==> config.mk <==
export PLATFORM = sky130hd
export DESIGN_NAME = bcnt_top
export DESIGN_NICKNAME = d
export VERILOG_FILES = /design/src/common/bcnt_pkg.sv /design/src/core/bcnt_top.sv /design/src/core/bcnt_pin_edge.sv
export SDC_FILE = /design/constraint.sdc
export NUM_CORES = 1
export LEC_CHECK = 0
export ABC_AREA = 1
export CAP_MARGIN = 20
export CORE_ASPECT_RATIO = 1.25
export CORE_MARGIN = 4
export CORE_UTILIZATION = 38
export CTS_CLUSTER_DIAMETER = 120
export DETAILED_ROUTE_END_ITERATION = 10
export DONT_BUFFER_PORTS = 1
export GPL_TIMING_DRIVEN = 0
export PLACE_DENSITY_LB_ADDON = 0.25
export SYNTH_ARGS = -nofsm -noshare
export SYNTH_HDL_FRONTEND = slang
export SYNTH_SLANG_ARGS = --single-unit
==> constraint.sdc <==
create_clock -name clk_i -period 4.9 [get_ports clk_i]
set_clock_uncertainty 0.15 [all_clocks]
set_input_delay 1.225 -clock clk_i [delete_from_list [all_inputs] [get_ports clk_i]]
set_output_delay 1.225 -clock clk_i [all_outputs]
set_load 0.02 [all_outputs]
==> src/common/bcnt_pkg.sv <==
package bcnt_pkg;

    ////////////////////////////////////////////////////////////////////////////
    // Register map (byte addresses)
    localparam logic [7:0] OFS_CONTROL = 8'h00;
    localparam logic [7:0] OFS_COUNT = 8'h04;
    localparam logic [7:0] OFS_MASK = 8'h08;
    localparam logic [7:0] OFS_FLAGS = 8'h0c;
    localparam logic [7:0] OFS_PSC = 8'h10;
    localparam logic [7:0] OFS_GIE = 8'h14;

    ////////////////////////////////////////////////////////////////////////////
    // Field positions and widths
    localparam int CS_LSB = 0;
    localparam int CS_W = 3;
    localparam int OVF_BIT = 0;
    localparam int OVF_IE_BIT = 0;
    localparam int PSC_RST_BIT = 0;
    localparam int GIE_BIT = 0;
    localparam int REG_W = 8;

    ////////////////////////////////////////////////////////////////////////////
    // Reset values
    localparam logic [7:0] CONTROL_RST = 8'h00;
    localparam logic [7:0] COUNT_RST = 8'h00;
    localparam logic [7:0] MASK_RST = 8'h00;
    localparam logic GIE_RST = 1'b0;

    ////////////////////////////////////////////////////////////////////////////
    // Counter and prescaler constants
    localparam logic [7:0] CNT_MAX = 8'hff;
    localparam int PSC_W = 10;
    localparam logic [9:0] TAP_DIV8 = 10'h007;
    localparam logic [9:0] TAP_DIV64 = 10'h03f;
    localparam logic [9:0] TAP_DIV256 = 10'h0ff;
    localparam logic [9:0] TAP_DIV1024 = 10'h3ff;

    typedef enum logic [2:0] {
        CS_STOP = 3'h0,
        CS_DIV1 = 3'h1,
        CS_DIV8 = 3'h2,
        CS_DIV64 = 3'h3,
        CS_DIV256 = 3'h4,
        CS_DIV1024 = 3'h5,
        CS_EXT_FALL = 3'h6,
        CS_EXT_RISE = 3'h7
    } bcnt_clksel_e;

    typedef struct packed {
        logic cyc;
        logic stb;
        logic we;
        logic [7:0] adr;
        logic [3:0] sel;
        logic [31:0] dat;
    } bcnt_wb_req_s;

    typedef struct packed {
        logic ack;
        logic [31:0] dat;
    } bcnt_wb_rsp_s;

endpackage : bcnt_pkg

==> src/core/bcnt_top.sv <==
`timescale 1ns/1ps
`default_nettype none

module bcnt_top (
    // Clock, reset, enable
    input wire logic clk_i,
    input wire logic rst_i,
    input wire logic ce_i,
    // Wishbone slave
    input wire bcnt_pkg::bcnt_wb_req_s wb_req_i,
    output bcnt_pkg::bcnt_wb_rsp_s wb_rsp_o,
    // External count pin
    input wire logic ext_count_pin_i,
    // Interrupt
    input wire logic irq_ack_i,
    output logic irq_o,
    // Shared prescaler reset
    input wire logic shared_prescaler_reset_i,
    output logic shared_prescaler_reset_o
);

    ////////////////////////////////////////////////////////////////////////////
    // Registers and nets

    logic [2:0] clock_select_field_q;
    logic [7:0] timer_count_value_q;
    logic [7:0] timer_irq_mask_q;
    logic overflow_flag_q;
    logic gie_q;
    logic psc_rst_q;
    logic [bcnt_pkg::PSC_W-1:0] psc_q;
    logic irq_q;
    logic ack_q;
    logic [31:0] rdat_q;

    logic req;
    logic acc;
    logic wr_en;
    logic rd_done;
    logic [7:0] wdat;
    logic [7:0] rdat_d;
    logic timer_tick;
    logic ext_rise;
    logic ext_fall;
    logic cnt_wr;
    logic ovf_set;
    logic ovf_clr;

    ////////////////////////////////////////////////////////////////////////////
    // Bus decode

    assign req = wb_req_i.cyc & wb_req_i.stb;
    // The access completes at the edge where ack is high
    assign acc = req & ack_q;
    assign wr_en = acc & wb_req_i.we & wb_req_i.sel[0];
    assign rd_done = acc & ~wb_req_i.we;
    assign wdat = wb_req_i.dat[7:0];

    always_comb
    begin
        rdat_d = 8'h00;
        case (wb_req_i.adr)
            bcnt_pkg::OFS_CONTROL:
            begin
                rdat_d = {5'h00, clock_select_field_q};
            end
            bcnt_pkg::OFS_COUNT:
            begin
                rdat_d = timer_count_value_q;
            end
            bcnt_pkg::OFS_MASK:
            begin
                rdat_d = timer_irq_mask_q;
            end
            bcnt_pkg::OFS_FLAGS:
            begin
                rdat_d[bcnt_pkg::OVF_BIT] = overflow_flag_q;
            end
            bcnt_pkg::OFS_GIE:
            begin
                rdat_d[bcnt_pkg::GIE_BIT] = gie_q;
            end
            default:
            begin
                // Prescaler reset and unmapped addresses read zero
                rdat_d = 8'h00;
            end
        endcase
    end

    // Every address is acknowledged so a stray access never hangs the bus
    always_ff @(posedge clk_i)
    begin
        if (rst_i)
        begin
            ack_q <= 1'b0;
            rdat_q <= 32'h0000_0000;
        end
        else if (ce_i)
        begin
            ack_q <= req & ~ack_q;
            if (req & ~ack_q)
            begin
                rdat_q <= {24'h00_0000, rdat_d};
            end
        end
    end

    ////////////////////////////////////////////////////////////////////////////
    // Configuration registers

    always_ff @(posedge clk_i)
    begin
        if (rst_i)
        begin
            clock_select_field_q <= bcnt_pkg::CONTROL_RST[2:0];
        end
        // The three select field bits are the only stored bits
        else if (ce_i && wr_en && wb_req_i.adr == bcnt_pkg::OFS_CONTROL)
        begin
            clock_select_field_q <= wdat[bcnt_pkg::CS_LSB +: bcnt_pkg::CS_W];
        end
    end

    always_ff @(posedge clk_i)
    begin
        if (rst_i)
        begin
            timer_irq_mask_q <= bcnt_pkg::MASK_RST;
        end
        else if (ce_i && wr_en && wb_req_i.adr == bcnt_pkg::OFS_MASK)
        begin
            timer_irq_mask_q <= wdat;
        end
    end

    always_ff @(posedge clk_i)
    begin
        if (rst_i)
        begin
            gie_q <= bcnt_pkg::GIE_RST;
        end
        else if (ce_i && wr_en && wb_req_i.adr == bcnt_pkg::OFS_GIE)
        begin
            gie_q <= wdat[bcnt_pkg::GIE_BIT];
        end
    end

    ////////////////////////////////////////////////////////////////////////////
    // Prescaler

    // Reset request is a one-cycle pulse, also sent to the other timer
    always_ff @(posedge clk_i)
    begin
        if (rst_i)
        begin
            psc_rst_q <= 1'b0;
        end
        else if (ce_i)
        begin
            psc_rst_q <= wr_en && wb_req_i.adr == bcnt_pkg::OFS_PSC
                && wdat[bcnt_pkg::PSC_RST_BIT];
        end
    end

    // Runs regardless of the select field
    always_ff @(posedge clk_i)
    begin
        if (rst_i)
        begin
            psc_q <= '0;
        end
        else if (ce_i)
        begin
            if (psc_rst_q | shared_prescaler_reset_i)
            begin
                psc_q <= '0;
            end
            else
            begin
                psc_q <= psc_q + 1'b1;
            end
        end
    end

    ////////////////////////////////////////////////////////////////////////////
    // External pin

    // Pin level is read whatever drives it
    bcnt_pin_edge u_pin_edge (
        .clk_i (clk_i),
        .rst_i (rst_i),
        .ce_i (ce_i),
        .pin_i (ext_count_pin_i),
        .rise_o (ext_rise),
        .fall_o (ext_fall)
    );

    ////////////////////////////////////////////////////////////////////////////
    // Tick select

    always_comb
    begin
        timer_tick = 1'b0;
        case (bcnt_pkg::bcnt_clksel_e'(clock_select_field_q))
            bcnt_pkg::CS_STOP:
            begin
                timer_tick = 1'b0;
            end
            bcnt_pkg::CS_DIV1:
            begin
                timer_tick = 1'b1;
            end
            bcnt_pkg::CS_DIV8:
            begin
                timer_tick = (psc_q & bcnt_pkg::TAP_DIV8) == bcnt_pkg::TAP_DIV8;
            end
            bcnt_pkg::CS_DIV64:
            begin
                timer_tick = (psc_q & bcnt_pkg::TAP_DIV64) == bcnt_pkg::TAP_DIV64;
            end
            bcnt_pkg::CS_DIV256:
            begin
                timer_tick = (psc_q & bcnt_pkg::TAP_DIV256) == bcnt_pkg::TAP_DIV256;
            end
            bcnt_pkg::CS_DIV1024:
            begin
                timer_tick = psc_q == bcnt_pkg::TAP_DIV1024;
            end
            bcnt_pkg::CS_EXT_FALL:
            begin
                timer_tick = ext_fall;
            end
            bcnt_pkg::CS_EXT_RISE:
            begin
                timer_tick = ext_rise;
            end
            default:
            begin
                timer_tick = 1'b0;
            end
        endcase
    end

    ////////////////////////////////////////////////////////////////////////////
    // Counter

    assign cnt_wr = wr_en && wb_req_i.adr == bcnt_pkg::OFS_COUNT;

    always_ff @(posedge clk_i)
    begin
        if (rst_i)
        begin
            timer_count_value_q <= bcnt_pkg::COUNT_RST;
        end
        else if (ce_i)
        begin
            if (cnt_wr)
            begin
                timer_count_value_q <= wdat;
            end
            else if (timer_tick)
            begin
                timer_count_value_q <= timer_count_value_q + 8'h01;
            end
        end
    end

    ////////////////////////////////////////////////////////////////////////////
    // Overflow flag and interrupt

    assign ovf_set = timer_tick & ~cnt_wr & (timer_count_value_q == bcnt_pkg::CNT_MAX);

    // Service, write-one, or read of a set flag clears it
    assign ovf_clr = irq_ack_i
        | (wr_en && wb_req_i.adr == bcnt_pkg::OFS_FLAGS && wdat[bcnt_pkg::OVF_BIT])
        | (rd_done && wb_req_i.adr == bcnt_pkg::OFS_FLAGS && rdat_q[bcnt_pkg::OVF_BIT]);

    always_ff @(posedge clk_i)
    begin
        if (rst_i)
        begin
            overflow_flag_q <= 1'b0;
        end
        else if (ce_i)
        begin
            // Counting only sets; a set in the clear cycle wins
            overflow_flag_q <= ovf_set | (overflow_flag_q & ~ovf_clr);
        end
    end

    // Registered, so the request trails the flag by one cycle
    always_ff @(posedge clk_i)
    begin
        if (rst_i)
        begin
            irq_q <= 1'b0;
        end
        else if (ce_i)
        begin
            irq_q <= overflow_flag_q & timer_irq_mask_q[bcnt_pkg::OVF_IE_BIT] & gie_q;
        end
    end

    ////////////////////////////////////////////////////////////////////////////
    // Outputs

    assign wb_rsp_o.ack = ack_q;
    assign wb_rsp_o.dat = rdat_q;
    assign irq_o = irq_q;
    assign shared_prescaler_reset_o = psc_rst_q;

endmodule : bcnt_top

`default_nettype wire

==> src/core/bcnt_pin_edge.sv <==
`timescale 1ns/1ps
`default_nettype none

module bcnt_pin_edge (
    // Clock, reset, enable
    input wire logic clk_i,
    input wire logic rst_i,
    input wire logic ce_i,
    // Pin and edge pulses
    input wire logic pin_i,
    output logic rise_o,
    output logic fall_o
);

    logic sync_q;
    logic samp_q;
    logic prev_q;

    // First stage feeds only the second
    always_ff @(posedge clk_i)
    begin
        if (rst_i)
        begin
            sync_q <= 1'b0;
            samp_q <= 1'b0;
            prev_q <= 1'b0;
        end
        else if (ce_i)
        begin
            sync_q <= pin_i;
            samp_q <= sync_q;
            prev_q <= samp_q;
        end
    end

    assign rise_o = samp_q & ~prev_q;
    assign fall_o = ~samp_q & prev_q;

endmodule : bcnt_pin_edge

`default_nettype wire

==> impl_metrics.csv <==
group,metric,value,unit
routing,via_count,2320,
pwr,p_sw,167,uW
synth,ys_seq_area_share,34.4,%
global_routing,grt_pass1_wl,10100,um
synth,yosysWarnings,0,
setup_path,crit_path_end_kind,"output port",
hold_path,hold_path_depth,2,
final_layout,final_cells,502,
synth,synth.ff_latch_count,45,
clock_network,h-tree-depth,2,
sta,hold_viol,0,
sta,setup-tns-final,0,ns
pwr,power_frac_seq,55.7,%
placed_design,placed_area,2820,um^2
setup_path,r2r_cells,10,
pwr,p_int,505,uW
routing,viasPerCell,4.62,
final_layout,antenna_cells,0,
synth,async_reset_ff_share,0,%
sta,rsz0062_at_grt,"false",
setup_path,cp-startpoint,"ack_q",
placed_design,dpl.cell_count,495,
setup_path,cp_top_family,"flip-flops",
final_layout,final_cell_mix,"nand2_1, nor2_1, dfxtp_1, inv_1, nand3_1",
clock_network,cts_root_buf,"clkbuf_8",
final_layout,fin_nets,471,
global_routing,antenna_found_initial,0,
global_routing,grt_max_degree,13,
setup_path,cp-start-kind,"register",
pwr,comb_power_share,9.8,%
sta,fin_crit,2.37,ns
placed_design,port_buffers,0,
placed_design,place_congestion,0.891,
final_layout,final_cell_area,2900,um^2
setup_path,crit_end,"wb_rsp_o[32]",
job,cap_violations,0,
floorplanning,die_area,8300,um^2
clock_network,postCtsSetupBuffers,0,
synth,netlist_area,2620,um^2
setup_path,path_cells,"buf_4",
pwr,leakage,1.30,nW
routing,drc,0,
floorplanning,die_w,82.3,um
setup_path,crit_fanout,4,
hold_path,hold_path.class,"register to register",
pwr,ir_drop,0.135,mV
global_routing,grt_pass1_vias,2193,
setup_path,critPathKind,"register to output port",
synth,ys_types,39,
routing,wl_per_cell,11.8,um
sta,final_max_slew_viol_count,0,
setup_path,crit_cells,1,
floorplanning,rows,33,
setup_path,timing.rr.start,"psc_q[0]",
routing,dr.first_iter.drc_count,115,
setup_path,regToRegSetupSlack,3.07,ns
synth,syn_inst,385,
run_status,status,"finished, final reports clean",
clock_network,numClockSinks,45,
floorplanning,initial_core_util,39.5,%
synth,synth_edf_count,0,
global_routing,grt_usage,15.6,%
setup_path,critPathSlowestCell,"dfxtp_1",
routing,finalWirelength,5950,um
synth,syn_avg_cell_area,6.81,um^2
final_layout,syn2layout_area_growth,10.7,%
setup_path,cp.arrival,0.99,ns
pwr,pwr-share-clk,34.5,%
global_routing,overflow,0,
clock_network,worstSkewPairLatency,0.29,ns
synth,synth_ff_type,"dfxtp_1",
pwr,powerDensity,231,nW/um^2
clock_network,cts_tree,"done",
setup_path,max_stage_delay,0.50,ns
placed_design,dp_hpwl,4880,um
clock_network,clk_pin_slew,0.08,ns
clock_network,cts_resized,0,
clock_network,clk_path_buf_depth,2,
final_layout,final_layout_size_suffix_gt1_share,14.9,%
final_layout,final_common_cell,"nand2_1",
routing,dr.pass1.iters,4,
routing,final_antenna_net_count,0,
floorplanning,io_pins,88,
clock_network,cts_buffers,5,
setup_path,cp.buffers_inverters,1,
sta,whs,0.297,ns
sta,timing.final.crit_share,48.3,%
pwr,p_sw_share,24.8,%
setup_path,reg2reg_to,"timer_count_value_q[4]",
setup_path,worstPathRequired,3.52,ns
floorplanning,design.core.area,6650,um^2
sta,setup_viol,0,
floorplanning,dieHeight,101,um
sta,fmax,422,MHz
pwr,p_total,672,uW
clock_network,hold_buffers,0,
[cells in the mapped netlist, types with 2 or more instances]
cell       n  area, um^2
nand2_1   89         334
nor2_1    51         191
dfxtp_1   45         901
inv_1     33         124
nand3_1   33         165
a21oi_1   28         140
buf_4     26         195
o21ai_0   26         130
buf_6      4        45.0
nand2_2    4        25.0
nor2_4     4        45.0
ha_1       3        37.5
inv_2      3        11.3
nor2_2     3        18.8
nor3_1     3        15.0
clkbuf_1   2        7.51
nand3_2    2        20.0
nand3_4    2        35.0
nand4_1    2        12.5
o21ai_1    2        10.0
xor2_1     2        17.5
[registers in the layout, summed over array words and instances (netlist names), 3 cells and up]
register and count:
clock_select_field_q 3, rdat_q 8, timer_count_value_q 8, psc_q 10, timer_irq_mask_q 8
[worst min path at each step]
stage          startpoint  endpoint
2_1_floorplan    psc_q[7]  psc_q[7]
3_3_place_gp     psc_q[7]  psc_q[7]
3_5_place_dp     psc_q[7]  psc_q[7]
4_1_cts          psc_q[7]  psc_q[7]
5_1_grt          psc_q[7]  psc_q[7]
6_report         psc_q[7]  psc_q[7]
[per-layer routing]
metal	track usage [%]	routed length [um]
met4	4.09	31
met1	17.3	2360
met2	28.5	3290
met3	4.29	265
met5	0	0
[through the flow]
step | setup slack [ns] | util [%]
global route | 2.45 | 43.7
finish | 2.53 | 43.7
detailed placement | 2.35 | 42.4
global placement | 2.35 | 42.4
CTS | 2.51 | 43.7
floorplan | 2.53 | -
[power groups by stage]
stage | clock (mW) | sequential, mW | combinational [mW]
final | 0.232 | 0.374 | 0.0661
after CTS | 0.243 | 0.374 | 0.0659
after floorplan | 0 | 0.382 | 0.0585
after global placement | 0 | 0.383 | 0.0651
after global routing | 0.257 | 0.375 | 0.0740
after detailed placement | 0 | 0.383 | 0.0658
[area by class of cell]
type	instances	area [um^2]
fill	722	3740
multi-input combinational	292	1400
sequential	45	901
buffer	33	253
inverter	38	153
tap	87	109
clock buffer	7	86.3
[kinds of logic (layout without fill, tap and decap cells)]
family          after synthesis  after routing  synth area share, %
xor+xnor                      2              2                0.668
other cells                   1             24                0.143
compound gates               63             63                 12.7
simple gates                200            200                 35.2
flops                        45             45                 34.4
fa+ha+maj                     3              3                 1.43
buf+inv                      71             78                 15.5
Note: power is estimated with default switching activity, not from simulation.
